File: src/rtl/fwpd_pkg.sv
package fwpd_pkg;
	// ----------------------------------------
	// image offsets
	// ----------------------------------------
	localparam logic [3:0] OFS_GROSS      = 4'h0;
	localparam logic [3:0] OFS_NET        = 4'h4;
	localparam logic [3:0] OFS_RD_XCHG    = 4'h8;
	localparam logic [3:0] OFS_FLAGS      = 4'hC;
	localparam logic [3:0] OFS_IN_STATE   = 4'hE;
	localparam logic [3:0] OFS_OUT_STATE  = 4'hF;
	localparam logic [3:0] OFS_COMMAND    = 4'h0;
	localparam logic [3:0] OFS_OVERRIDE   = 4'h2;
	localparam logic [3:0] OFS_WR_XCHG    = 4'h4;
	// ----------------------------------------
	// field positions
	// ----------------------------------------
	localparam int FORCE_BIT    = 15;
	localparam int ALIVE_BIT    = 15;
	localparam int NET_MODE_BIT = 10;
	// ----------------------------------------
	// command codes
	// ----------------------------------------
	localparam logic [15:0] CMD_NONE      = 16'h0000;
	localparam logic [15:0] CMD_TARE_ON   = 16'h0007;
	localparam logic [15:0] CMD_ZERO      = 16'h0008;
	localparam logic [15:0] CMD_TARE_OFF  = 16'h0009;
	localparam logic [15:0] CMD_KEY_LOCK  = 16'h0015;
	localparam logic [15:0] CMD_UNLOCK    = 16'h0016;
	localparam logic [15:0] CMD_ALL_LOCK  = 16'h0017;
	localparam logic [15:0] CMD_PT_RD     = 16'h0057;
	localparam logic [15:0] CMD_PT_WR     = 16'h0058;
	localparam logic [15:0] CMD_SP1_RD    = 16'h005A;
	localparam logic [15:0] CMD_SP3_RD    = 16'h005C;
	localparam logic [15:0] CMD_SP1_WR    = 16'h005D;
	localparam logic [15:0] CMD_SP3_WR    = 16'h005F;
	localparam logic [15:0] CMD_SAVE      = 16'h0063;
	localparam logic [15:0] CMD_CAL_ZERO  = 16'h0064;
	localparam logic [15:0] CMD_CAL_FIRST = 16'h0065;
	localparam logic [15:0] CMD_SW_RD     = 16'h0066;
	localparam logic [15:0] CMD_SW_WR     = 16'h0067;
	localparam logic [15:0] CMD_CAL_CANC  = 16'h0068;
	localparam logic [15:0] CMD_CAL_ADD   = 16'h006A;
	localparam logic [15:0] CMD_ID_SEND   = 16'h0078;
	localparam logic [15:0] CMD_PW_SEND   = 16'h0079;
	localparam logic [15:0] CMD_SEED_RD   = 16'h007A;
	localparam logic [15:0] CMD_ID_RD     = 16'h007B;
	localparam logic [15:0] CMD_ID_WR     = 16'h007C;
	localparam logic [15:0] CMD_PT_EN     = 16'h0082;
	// ----------------------------------------
	// setup defaults and timing
	// ----------------------------------------
	localparam logic [6:0]  NODE_DEFAULT   = 7'h01;
	localparam int          RATE_KBPS_DEF  = 10;
	localparam int          CLK_HZ         = 25_000_000;
	localparam int          ALIVE_HALF_MS  = 1000;
	localparam int          ALIVE_CYCLES   = CLK_HZ / 1000 * ALIVE_HALF_MS;
	localparam int          GUARD_MS       = 100;
	localparam int          LIFE_FACTOR    = 4;
	// ----------------------------------------
	// keypad lock states
	// ----------------------------------------
	typedef enum logic [1:0] {FWPD_KEYS_FREE, FWPD_KEYS_LOCK, FWPD_ALL_LOCK} fwpd_lock_e;
endpackage : fwpd_pkg

File: src/rtl/fwpd_core.sv
module fwpd_core
	import fwpd_pkg::*;
#(
	parameter int ALIVE_COUNT = fwpd_pkg::ALIVE_CYCLES
) (
	input  wire logic        clock,
	input  wire logic        reset_n,
	// process image write side, from the network stack
	input  wire logic        img_wr_en,
	input  wire logic [3:0]  img_wr_ofs,
	input  wire logic [31:0] img_wr_data,
	// weighing front end
	input  wire logic [31:0] gross_mag,
	input  wire logic [31:0] net_mag,
	input  wire logic [6:0]  fault_flags,
	input  wire logic        gross_neg,
	input  wire logic        net_neg,
	input  wire logic        peak_neg,
	input  wire logic        weight_stable,
	input  wire logic        near_zero,
	input  wire logic [1:0]  input_pins,
	input  wire logic [2:0]  output_func,
	input  wire logic [2:0]  host_driven_output_mode,
	input  wire logic        access_granted,
	input  wire logic [31:0] sample_weight,
	input  wire logic [31:0] password_seed,
	input  wire logic [31:0] ident_code,
	// setup
	input  wire logic [6:0]  node_setting,
	input  wire logic        big_endian_choice,
	// published image
	output logic      [31:0] gross_weight_value,
	output logic      [31:0] net_weight_value,
	output logic      [31:0] read_exchange_word,
	output logic      [15:0] condition_flags,
	output logic      [7:0]  input_state_byte,
	output logic      [7:0]  output_state_byte,
	// actions to the instrument
	output logic      [2:0]  outputs_closed,
	output logic             tare_pulse,
	output logic             zero_pulse,
	output logic             save_pulse,
	output logic             cal_pulse,
	output logic             access_write_pulse,
	output logic      [31:0] sample_write_value,
	output logic      [1:0]  lock_state,
	output logic      [31:0] preset_tare_value,
	output logic             preset_tare_active,
	output logic      [6:0]  node_number
);
	import fwpd_pkg::*;

	// ----------------------------------------
	// host written words
	// ----------------------------------------
	logic [15:0] command_reg;   // command word
	logic [15:0] override_reg;  // output override word
	logic [31:0] wr_xchg_reg;   // write exchange word
	logic [15:0] last_cmd_reg;  // command word of the previous cycle

	// byte order swap used for every written word and the 32-bit published words; flags and state bytes go out unswapped
	function automatic logic [31:0] order32(input logic [31:0] v, input logic be);
		order32 = be ? {v[7:0], v[15:8], v[23:16], v[31:24]} : v;
	endfunction

	wire [31:0] wr_swapped = order32(img_wr_data, big_endian_choice);

	// word writes at their fixed image offsets, one per sync strobe
	always_ff @(posedge clock or negedge reset_n) begin
		if (!reset_n) begin
			command_reg  <= CMD_NONE;
			override_reg <= 16'h0000;
			wr_xchg_reg  <= 32'h0000_0000;
		end else if (img_wr_en) begin
			if (img_wr_ofs == OFS_COMMAND) begin
				command_reg <= wr_swapped[15:0];
			end
			if (img_wr_ofs == OFS_OVERRIDE) begin
				override_reg <= wr_swapped[15:0];
			end
			if (img_wr_ofs == OFS_WR_XCHG) begin
				wr_xchg_reg <= wr_swapped;
			end
		end
	end

	// ----------------------------------------
	// command decode
	// ----------------------------------------
	// edge on change only; repeat needs a different code in between
	wire cmd_new  = (command_reg != last_cmd_reg) && (command_reg != CMD_NONE);
	wire is_sp_rd = (command_reg >= CMD_SP1_RD) && (command_reg <= CMD_SP3_RD);
	wire is_sp_wr = (command_reg >= CMD_SP1_WR) && (command_reg <= CMD_SP3_WR);
	wire [1:0] sp_rd_idx = 2'(command_reg - CMD_SP1_RD);
	wire [1:0] sp_wr_idx = 2'(command_reg - CMD_SP1_WR);
	// protected codes, refused without access
	wire is_prot = (command_reg == CMD_CAL_ZERO) || (command_reg == CMD_CAL_FIRST)
		|| (command_reg == CMD_CAL_CANC) || (command_reg == CMD_CAL_ADD)
		|| (command_reg == CMD_ID_WR);
	wire prot_ok = !is_prot || access_granted;  // grant is volatile upstream
	wire act     = cmd_new && prot_ok;

	always_ff @(posedge clock or negedge reset_n) begin
		if (!reset_n) begin
			last_cmd_reg <= CMD_NONE;
		end else begin
			last_cmd_reg <= command_reg;
		end
	end

	// ----------------------------------------
	// setpoints and preset tare, volatile
	// ----------------------------------------
	logic [31:0] setpoint_reg [3];  // scaled unsigned, no point
	logic [31:0] pt_reg;
	logic        pt_act_reg;
	logic        tare_reg;          // net display mode
	fwpd_lock_e  lock_reg;

	genvar gi;
	generate
		for (gi = 0; gi < 3; gi++) begin : g_sp
			// write code stores only from write word
			always_ff @(posedge clock or negedge reset_n) begin
				if (!reset_n) begin
					setpoint_reg[gi] <= 32'h0000_0000;
				end else if (act && is_sp_wr && sp_wr_idx == 2'(gi)) begin
					setpoint_reg[gi] <= wr_xchg_reg;
				end
			end
		end
	endgenerate

	// tare, lock and preset tare actions
	always_ff @(posedge clock or negedge reset_n) begin
		if (!reset_n) begin
			tare_reg   <= 1'b0;
			lock_reg   <= FWPD_KEYS_FREE;
			pt_reg     <= 32'h0000_0000;
			pt_act_reg <= 1'b0;
		end else if (act) begin
			unique case (command_reg)
				CMD_TARE_ON:  tare_reg   <= 1'b1;
				CMD_TARE_OFF: begin
					tare_reg   <= 1'b0;
					pt_act_reg <= 1'b0;
				end
				CMD_KEY_LOCK: lock_reg   <= FWPD_KEYS_LOCK;
				CMD_UNLOCK:   lock_reg   <= FWPD_KEYS_FREE;
				CMD_ALL_LOCK: lock_reg   <= FWPD_ALL_LOCK;
				CMD_PT_WR:    pt_reg     <= wr_xchg_reg;
				CMD_PT_EN: begin
					pt_act_reg <= 1'b1;
					tare_reg   <= 1'b1;
				end
				default:      tare_reg   <= tare_reg;  // others leave state
			endcase
		end
	end

	// read word mux; only read codes change it
	wire rd_hit = act && (is_sp_rd || command_reg == CMD_PT_RD || command_reg == CMD_SW_RD
		|| command_reg == CMD_SEED_RD || command_reg == CMD_ID_RD);
	wire [31:0] rd_value = is_sp_rd                    ? setpoint_reg[sp_rd_idx] :
		(command_reg == CMD_PT_RD)   ? pt_reg :
		(command_reg == CMD_SW_RD)   ? sample_weight :
		(command_reg == CMD_SEED_RD) ? password_seed : ident_code;

	// ----------------------------------------
	// alive toggle, one second per phase
	// ----------------------------------------
	logic [24:0] alive_cnt;
	logic        alive_reg;
	wire         alive_tick = (alive_cnt == 25'(ALIVE_COUNT - 1));
	always_ff @(posedge clock or negedge reset_n) begin
		if (!reset_n) begin
			alive_cnt <= 25'h0000000;
			alive_reg <= 1'b0;
		end else if (alive_tick) begin
			alive_cnt <= 25'h0000000;
			alive_reg <= ~alive_reg;
		end else begin
			alive_cnt <= alive_cnt + 25'h0000001;
		end
	end

	// ----------------------------------------
	// outputs: host drive per mode or forced
	// ----------------------------------------
	wire       force_all = override_reg[FORCE_BIT];
	wire [2:0] host_sel  = force_all ? 3'h7 : host_driven_output_mode;
	wire [2:0] out_next  = (host_sel & override_reg[2:0]) | (~host_sel & output_func);

	// input pins: three stage, change taken when stages 2 and 3 agree
	logic [1:0] in_s1, in_s2, in_s3, in_stable;

	// status word assembly
	wire [15:0] flags_next = {alive_reg, 2'b00, near_zero, weight_stable, tare_reg,
		peak_neg, net_neg, gross_neg, fault_flags};

	// ----------------------------------------
	// published image registers
	// ----------------------------------------
	always_ff @(posedge clock or negedge reset_n) begin
		if (!reset_n) begin
			in_s1              <= 2'h0;
			in_s2              <= 2'h0;
			in_s3              <= 2'h0;
			in_stable          <= 2'h0;
			gross_weight_value <= 32'h0000_0000;
			net_weight_value   <= 32'h0000_0000;
			read_exchange_word <= 32'h0000_0000;
			condition_flags    <= 16'h0000;
			input_state_byte   <= 8'h00;
			output_state_byte  <= 8'h00;
			outputs_closed     <= 3'h0;
		end else begin
			in_s1              <= input_pins;
			in_s2              <= in_s1;
			in_s3              <= in_s2;
			in_stable          <= (in_s2 == in_s3) ? in_s3 : in_stable;
			gross_weight_value <= order32(gross_mag, big_endian_choice);
			net_weight_value   <= order32(net_mag, big_endian_choice);
			if (rd_hit) begin
				read_exchange_word <= order32(rd_value, big_endian_choice);
			end
			condition_flags    <= flags_next;
			input_state_byte   <= {6'h00, in_stable};
			output_state_byte  <= {5'h00, out_next};
			outputs_closed     <= out_next;
		end
	end

	// ----------------------------------------
	// action strobes
	// ----------------------------------------
	always_ff @(posedge clock or negedge reset_n) begin
		if (!reset_n) begin
			tare_pulse         <= 1'b0;
			zero_pulse         <= 1'b0;
			save_pulse         <= 1'b0;
			cal_pulse          <= 1'b0;
			access_write_pulse <= 1'b0;
			sample_write_value <= 32'h0000_0000;
			node_number        <= NODE_DEFAULT;
		end else begin
			tare_pulse         <= act && (command_reg == CMD_TARE_ON);
			zero_pulse         <= act && (command_reg == CMD_ZERO);
			save_pulse         <= act && (command_reg == CMD_SAVE);
			cal_pulse          <= act && is_prot && (command_reg != CMD_ID_WR);
			access_write_pulse <= act && (command_reg == CMD_ID_WR);
			if (act && command_reg == CMD_SW_WR) begin
				sample_write_value <= wr_xchg_reg;
			end
			node_number        <= (node_setting == 7'h00) ? NODE_DEFAULT : node_setting;
		end
	end

	assign lock_state         = lock_reg;
	assign preset_tare_value  = pt_reg;
	assign preset_tare_active = pt_act_reg;

	// ----------------------------------------
	// checks
	// ----------------------------------------
	AST_REPEAT: assert property (@(posedge clock) disable iff (!reset_n)
		command_reg == $past(command_reg) |-> !cmd_new) else $error("repeat acted");
	AST_PROT: assert property (@(posedge clock) disable iff (!reset_n)
		cmd_new && is_prot && !access_granted |=> !cal_pulse && !access_write_pulse)
		else $error("protected code ran");
	AST_FORCE: assert property (@(posedge clock) disable iff (!reset_n)
		force_all |=> outputs_closed == $past(override_reg[2:0])) else $error("force");
	AST_ZERO: assert property (@(posedge clock) disable iff (!reset_n)
		act && command_reg == CMD_ZERO |=> zero_pulse ##1 !zero_pulse) else $error("zero");
	AST_READ: assert property (@(posedge clock) disable iff (!reset_n)
		!rd_hit |=> $stable(read_exchange_word)) else $error("read word moved");
	AST_SPWR: assert property (@(posedge clock) disable iff (!reset_n)
		act && command_reg == CMD_SP1_WR |=> setpoint_reg[0] == $past(wr_xchg_reg))
		else $error("setpoint write");
	AST_PTEN: assert property (@(posedge clock) disable iff (!reset_n)
		act && command_reg == CMD_PT_EN |=> preset_tare_active && tare_reg)
		else $error("preset tare");
	AST_ALIVE: assert property (@(posedge clock) disable iff (!reset_n)
		alive_tick |=> ##1 condition_flags[ALIVE_BIT] != $past(condition_flags[ALIVE_BIT]))
		else $error("alive");
	AST_FLAGS: assert property (@(posedge clock) disable iff (!reset_n)
		##1 condition_flags[NET_MODE_BIT] == $past(tare_reg)) else $error("net mode");
	CV_FORCE: cover property (@(posedge clock) force_all);
	CV_READ:  cover property (@(posedge clock) rd_hit && is_sp_rd);
	CV_REFUSE: cover property (@(posedge clock) cmd_new && is_prot && !access_granted);
endmodule : fwpd_core

File: config.mk
export PLATFORM = sky130hd
export DESIGN_NAME = fwpd_core
export DESIGN_NICKNAME = d
export VERILOG_FILES = /design/src/rtl/fwpd_pkg.sv /design/src/rtl/fwpd_core.sv
export SDC_FILE = /design/constraint.sdc
export NUM_CORES = 1
export LEC_CHECK = 0
export BUFFER_PORTS_ARGS = -buffer_cell sky130_fd_sc_hd__buf_2
export CELL_PAD_IN_SITES_DETAIL_PLACEMENT = 1
export CELL_PAD_IN_SITES_GLOBAL_PLACEMENT = 2
export CORE_MARGIN = 5
export CORE_UTILIZATION = 38
export CTS_CLUSTER_DIAMETER = 60
export DETAILED_ROUTE_END_ITERATION = 10
export PLACE_DENSITY = 0.88
export SYNTH_ARGS = -nofsm -noshare
export SYNTH_HDL_FRONTEND = slang
export SYNTH_SLANG_ARGS = --single-unit
File: constraint.sdc
create_clock -name clock -period 8.35 [get_ports clock]
set_input_delay 1.67 -clock clock [delete_from_list [all_inputs] [get_ports clock]]
set_output_delay 1.67 -clock clock [all_outputs]
set_load 0.05 [all_outputs]
### Word level (Yosys, flattened, before mapping)

Index checks and enable logic that the tools add are counted.

| word-level totals | value |
|---|---|
| register bits | 405 |
| bits in latches | 0 |
| memory bits (writable) | 0 |
| memory bits (read-only) | 0 |
| logic and storage cells | 129 |
| memories kept | 0 |

| cells by class | value |
|---|---|
| add/subtract/negate cells | 3 |
| multipliers | 0 |
| divide/modulo/power cells | 0 |
| $lt $le $gt $ge | 5 |
| equal/unequal tests | 27 |
| shift-type cells | 0 |
| multiplexer cells | 17 |
| bitwise logic cells | 6 |
| reduce and logical (&&, ||, !) cells | 41 |

Operators with widths:

| kind | count |
|---|---|
| two-way mux 32 bit | 10 |
| == test 16 x 7 -> 1 bit (second input constant) | 12 |
| binary-select mux 32 bit (select 2 bit) | 1 |
| == test 16 x 5 -> 1 bit (second input constant) | 3 |
| == test 16 x 4 -> 1 bit (second input constant) | 2 |
| >= comparator 16 x 7 -> 1 bit (second input constant) | 2 |
| <= comparator 16 x 7 -> 1 bit (second input constant) | 2 |
| adder 25 x 1 -> 25 bit (second input constant) | 1 |
| == test 25 bit (second input constant) | 1 |
| two-way mux 25 bit | 1 |
| == test 16 x 3 -> 1 bit (second input constant) | 1 |
| == test 16 x 8 -> 1 bit (second input constant) | 1 |
| logical AND 1 bit | 16 |
| != test 16 bit | 1 |
| != test 16 x 7 -> 1 bit (second input constant) | 1 |
| nonzero test 16 bit | 1 |
| AND reduction 2 bit | 7 |
| logical OR 1 bit | 9 |
| logical NOT 7 bit | 1 |
| two-way mux 7 bit | 1 |
| bitwise AND 3 bit | 2 |
| one-hot mux 2 bit (3 select lines) | 1 |
| == test 4 x 2 -> 1 bit (second input constant) | 1 |
| == test 4 x 3 -> 1 bit (second input constant) | 1 |
| 18 further kinds | 20 |

### Logic depth before layout (Yosys ltp)

| logic depth | value |
|---|---|
| depth in word-level cells | 10 |
| depth in mapped cells | 11 |
| depth with buffers taken out | 8 |

### Least setup slack after synthesis

No wires, ideal clock.

| path | value |
|---|---|
| path kind | input to register |
| start point | input port access_granted |
| end point | register setpoint_reg[34] in the netlist's numbering |
| arrival | 3.416 ns |
| path slack | 4.809 ns |
| cell stages on the path | 7 |
| path buffers | 1 |
| cell sequence | or3_1 > a211oi_1 > nor4b_1 > nand3_1 > nor3_1 > buf_2 > mux2_2 |

| between the ends | value |
|---|---|
| cells in the longest elaborated chain, start to end | 4 |

RTL lines:

| element | line | RTL |
|---|---|---|
| from (decl) | fwpd_core.sv:24 | `input wire logic access_granted,` |
| logical OR 1 bit | fwpd_core.sv:100 | `wire prot_ok = !is_prot \|\| access_granted;` |
| logical AND 1 bit | fwpd_core.sv:101 | `wire act = cmd_new && prot_ok;` |
| logical AND 1 bit (2 in a row) | fwpd_core.sv:127 | `end else if (act && is_sp_wr && sp_wr_idx == 2'(gi)) begin` |
| to (signal, indexed assignment) | fwpd_core.sv:128 | `setpoint_reg[gi] <= wr_xchg_reg;` |
| to (decl) | fwpd_core.sv:114 | `logic [31:0] setpoint_reg [3];` |

No other way between the ends.
A chain may end at the register's enable or synchronous reset.

### Final worst setup path

| path | value |
|---|---|
| start point | register command_reg[1] |
| end point | register setpoint_reg[45] in the netlist's numbering |

| between the ends | value |
|---|---|
| cells in the longest elaborated chain, start to end | 10 |

RTL lines:

| element | line | RTL |
|---|---|---|
| from (decl) | fwpd_core.sv:56 | `logic [15:0] command_reg;` |
| from (signal assigned) | fwpd_core.sv:76 | `command_reg <= wr_swapped[15:0];` |
| parallel branches: the longest is 9 deep, another holds >= comparator 16 x 7 -> 1 bit | -- |  |
| logical AND 1 bit * | fwpd_core.sv:127 |  |

Every way passes the cells marked *.

==> run metrics <==
status finished, final reports clean; Post-Layout Cell Count 2420; nets@finish 2012; Die Y approximately 220 microns; final core occ 47.3%; Initial Utilization 38.5%; Final Max Tran Viols 0; first-pass GRT wire length ~88000 microns; Cell variety after synth 57; Vias/cell 5.33; worst skew pair latency 570 ps; setup TNS 0 ps; vias in the first global route 14031; post-placement cell count 2337; post-route total power a little under 0.005 W; DRC 0; CTS Buf Count 44; Post-synth EDFFs 0; worst ir drop on vdd 159 uV; Clock Skew 24.7 ps; max reg flops 96; synth-to-layout area growth 22.7%; share of cells above drive strength 1 47.2%; Root Driver clkbuf_16; final wirelength 58800 microns; fmax between 200 and 250 MHz; CORE AREA 45600 sq um; Hold-fix buffers, CTS 0; Pwr per Cell Area 226 nW/um^2; pin count of the biggest net entering global routing 175; Num Clock Sinks around 400; crit path capture type flip-flop; register area share after synthesis a little under three fifths; Worst-path clk slew 60 ps; prevailing post-synth register cell dfrtp_1; min Tclk post-route ~4400 ps; Hold Path Stages 0; Crit Path Class flip-flop to flip-flop; endpoints failing setup 0; full die area 50600 sq um; Worst EP required 8800 ps; crit path max fanout 34; CTS tree yes; Post-Synthesis Cells 1400; DP HPWL 43000 microns; max-cap viol count 0; logic depth of the worst register-to-register path 9; critical path arrival 4860 ps; num ports 438; # Post-CTS Setup Buffers 0; WHS 361 ps; routed vias about 13000; worst slew pin tran 1260 ps; # H-tree levels 2; Fin. Hold Viols 0; DR iter-0 viols 753; global route overflow 0; Post-synth ARST share 100%; Avg Cell Area, Syn 12.5 sq um; max_slew headroom 15.3%; Leakage Power 10.6 nW; Post-DRT Antenna Nets 0; Port Buffers 424; post-CTS sizing 0; WL/cell 24.3 microns; Die Width 225 microns; RD Place Congestion ~0.88; period utilisation layout a little over half; initial antenna violation count 4; All-Layer GR Usage 22.6%; Detailed Routing Iterations Pass 1 5; Site Rows 78; startpoint types flip-flop; Syn Std Cell Area 17600 sq um; clk buf depth 3; Yosys warnings 0; worst min path class flip-flop to flip-flop; unrepaired setup endpoints after global routing false; FF+latch count, synth 393
==> cell usage in the layout, fill, tap and decap left out, types with 15 or more instances in the layout <==
| master | Yosys | layout |
|---|---|---|
| buf_2 | 33 | 422 |
| dfrtp_1 | 392 | 390 |
| mux2_2 | 288 | 288 |
| nand2_1 | 108 | 108 |
| nor2_1 | 80 | 78 |
| clkbuf_16 | 0 | 45 |
| o21ai_0 | 42 | 42 |
| a21oi_1 | 40 | 40 |
| mux2i_1 | 34 | 34 |
| a21oi_2 | 30 | 30 |
| xnor2_1 | 28 | 28 |
| and3_1 | 21 | 21 |
| or3_1 | 20 | 20 |
| o221ai_1 | 17 | 17 |
| a22oi_1 | 17 | 17 |
| o22a_1 | 17 | 17 |
| o22ai_1 | 15 | 15 |
| a31o_1 | 15 | 15 |
==> metal layers <==
layer  vias to the layer above  wire length (microns)  global-route usage (%)
met4                         6                   1730                    7.03
met1                      6549                  23900                    28.9
met2                       457                  28500                    37.9
li1                       5784                      -                       -
met3                        91                   4580                    5.90
met5                         -                     34                       0
==> synth_stat cells (all sizes together), types with 17 or more instances <==
cell type    n  area (sq um)
mux2       292          3290
o221ai      17           149
nor2        80           300
or3         20           125
o22a        17           149
dfrtp      392          9810
clkbuf      46           173
mux2i       34           340
and3        21           131
nand2      108           405
o21ai       42           210
a22oi       17           128
xnor2       28           245
a21oi       70           463
buf         68           428
==> final cells by class <==
type,count,area (sq um)
fillers,4826,24000
flip-flops and latches,393,9840
multi-input cells,899,7180
repair buffers,439,2260
clock buffers,67,1350
well taps,600,751
clock inverters,14,139
inverters,6,22.5
diodes,2,5.00
==> report_power, final <==
group	switching (W)	leakage, nW	internal, W
registers	0.000199	5.06	0.00202
clock network	0.000801	0.743	0.00118
logic	0.000441	4.80	0.000215
==> critical path: stages, from the launching register on <==
cell and delay, ps:
dfrtp_2 540, buf_4 520, inv_1 200, a31oi_1 170, a211oi_1 120, nor4b_1 600, nand3_1 350, nor3_2 930
buf_4 450, mux2_2 380
==> final timing paths <==
path | startpoint | end | slack [ps]
min in group asynchronous | reset_n | in_s2[1] | 1110
hold reg to reg | in_s1[0] | in_s2[0] | 360
setup / recovery | command_reg[1] | setpoint_reg[45] | 3930
max in group asynchronous | reset_n | command_reg[1] | 5760
hold / removal | in_s1[0] | in_s2[0] | 360
setup reg to reg | command_reg[1] | setpoint_reg[45] | 3930
==> cell families (layout without fill, tap and decap cells) <==
logic type | after synthesis | count (layout) | share of synthesized area (%)
xor gates and xnor gates | 37 | 37 | 1.85
AOI/OAI and AO/OA | 219 | 219 | 9.32
adders and majority gates | 1 | 1 | 0.0713
muxes | 326 | 326 | 20.7
buffers and inverters | 120 | 526 | 3.55
DFF | 393 | 393 | 56.0
other | 1 | 15 | 0.0214
and+or+nand+nor | 303 | 303 | 8.50
==> through the flow <==
stage               setup slack, ps  area [sq um]
floorplan                      4810         17600
global placement               3780         20100
detailed placement             3590         20100
CTS                            4000         21500
global route                   3730         21500
finish                         3930         21500
Power figures use the tool's default switching activity.
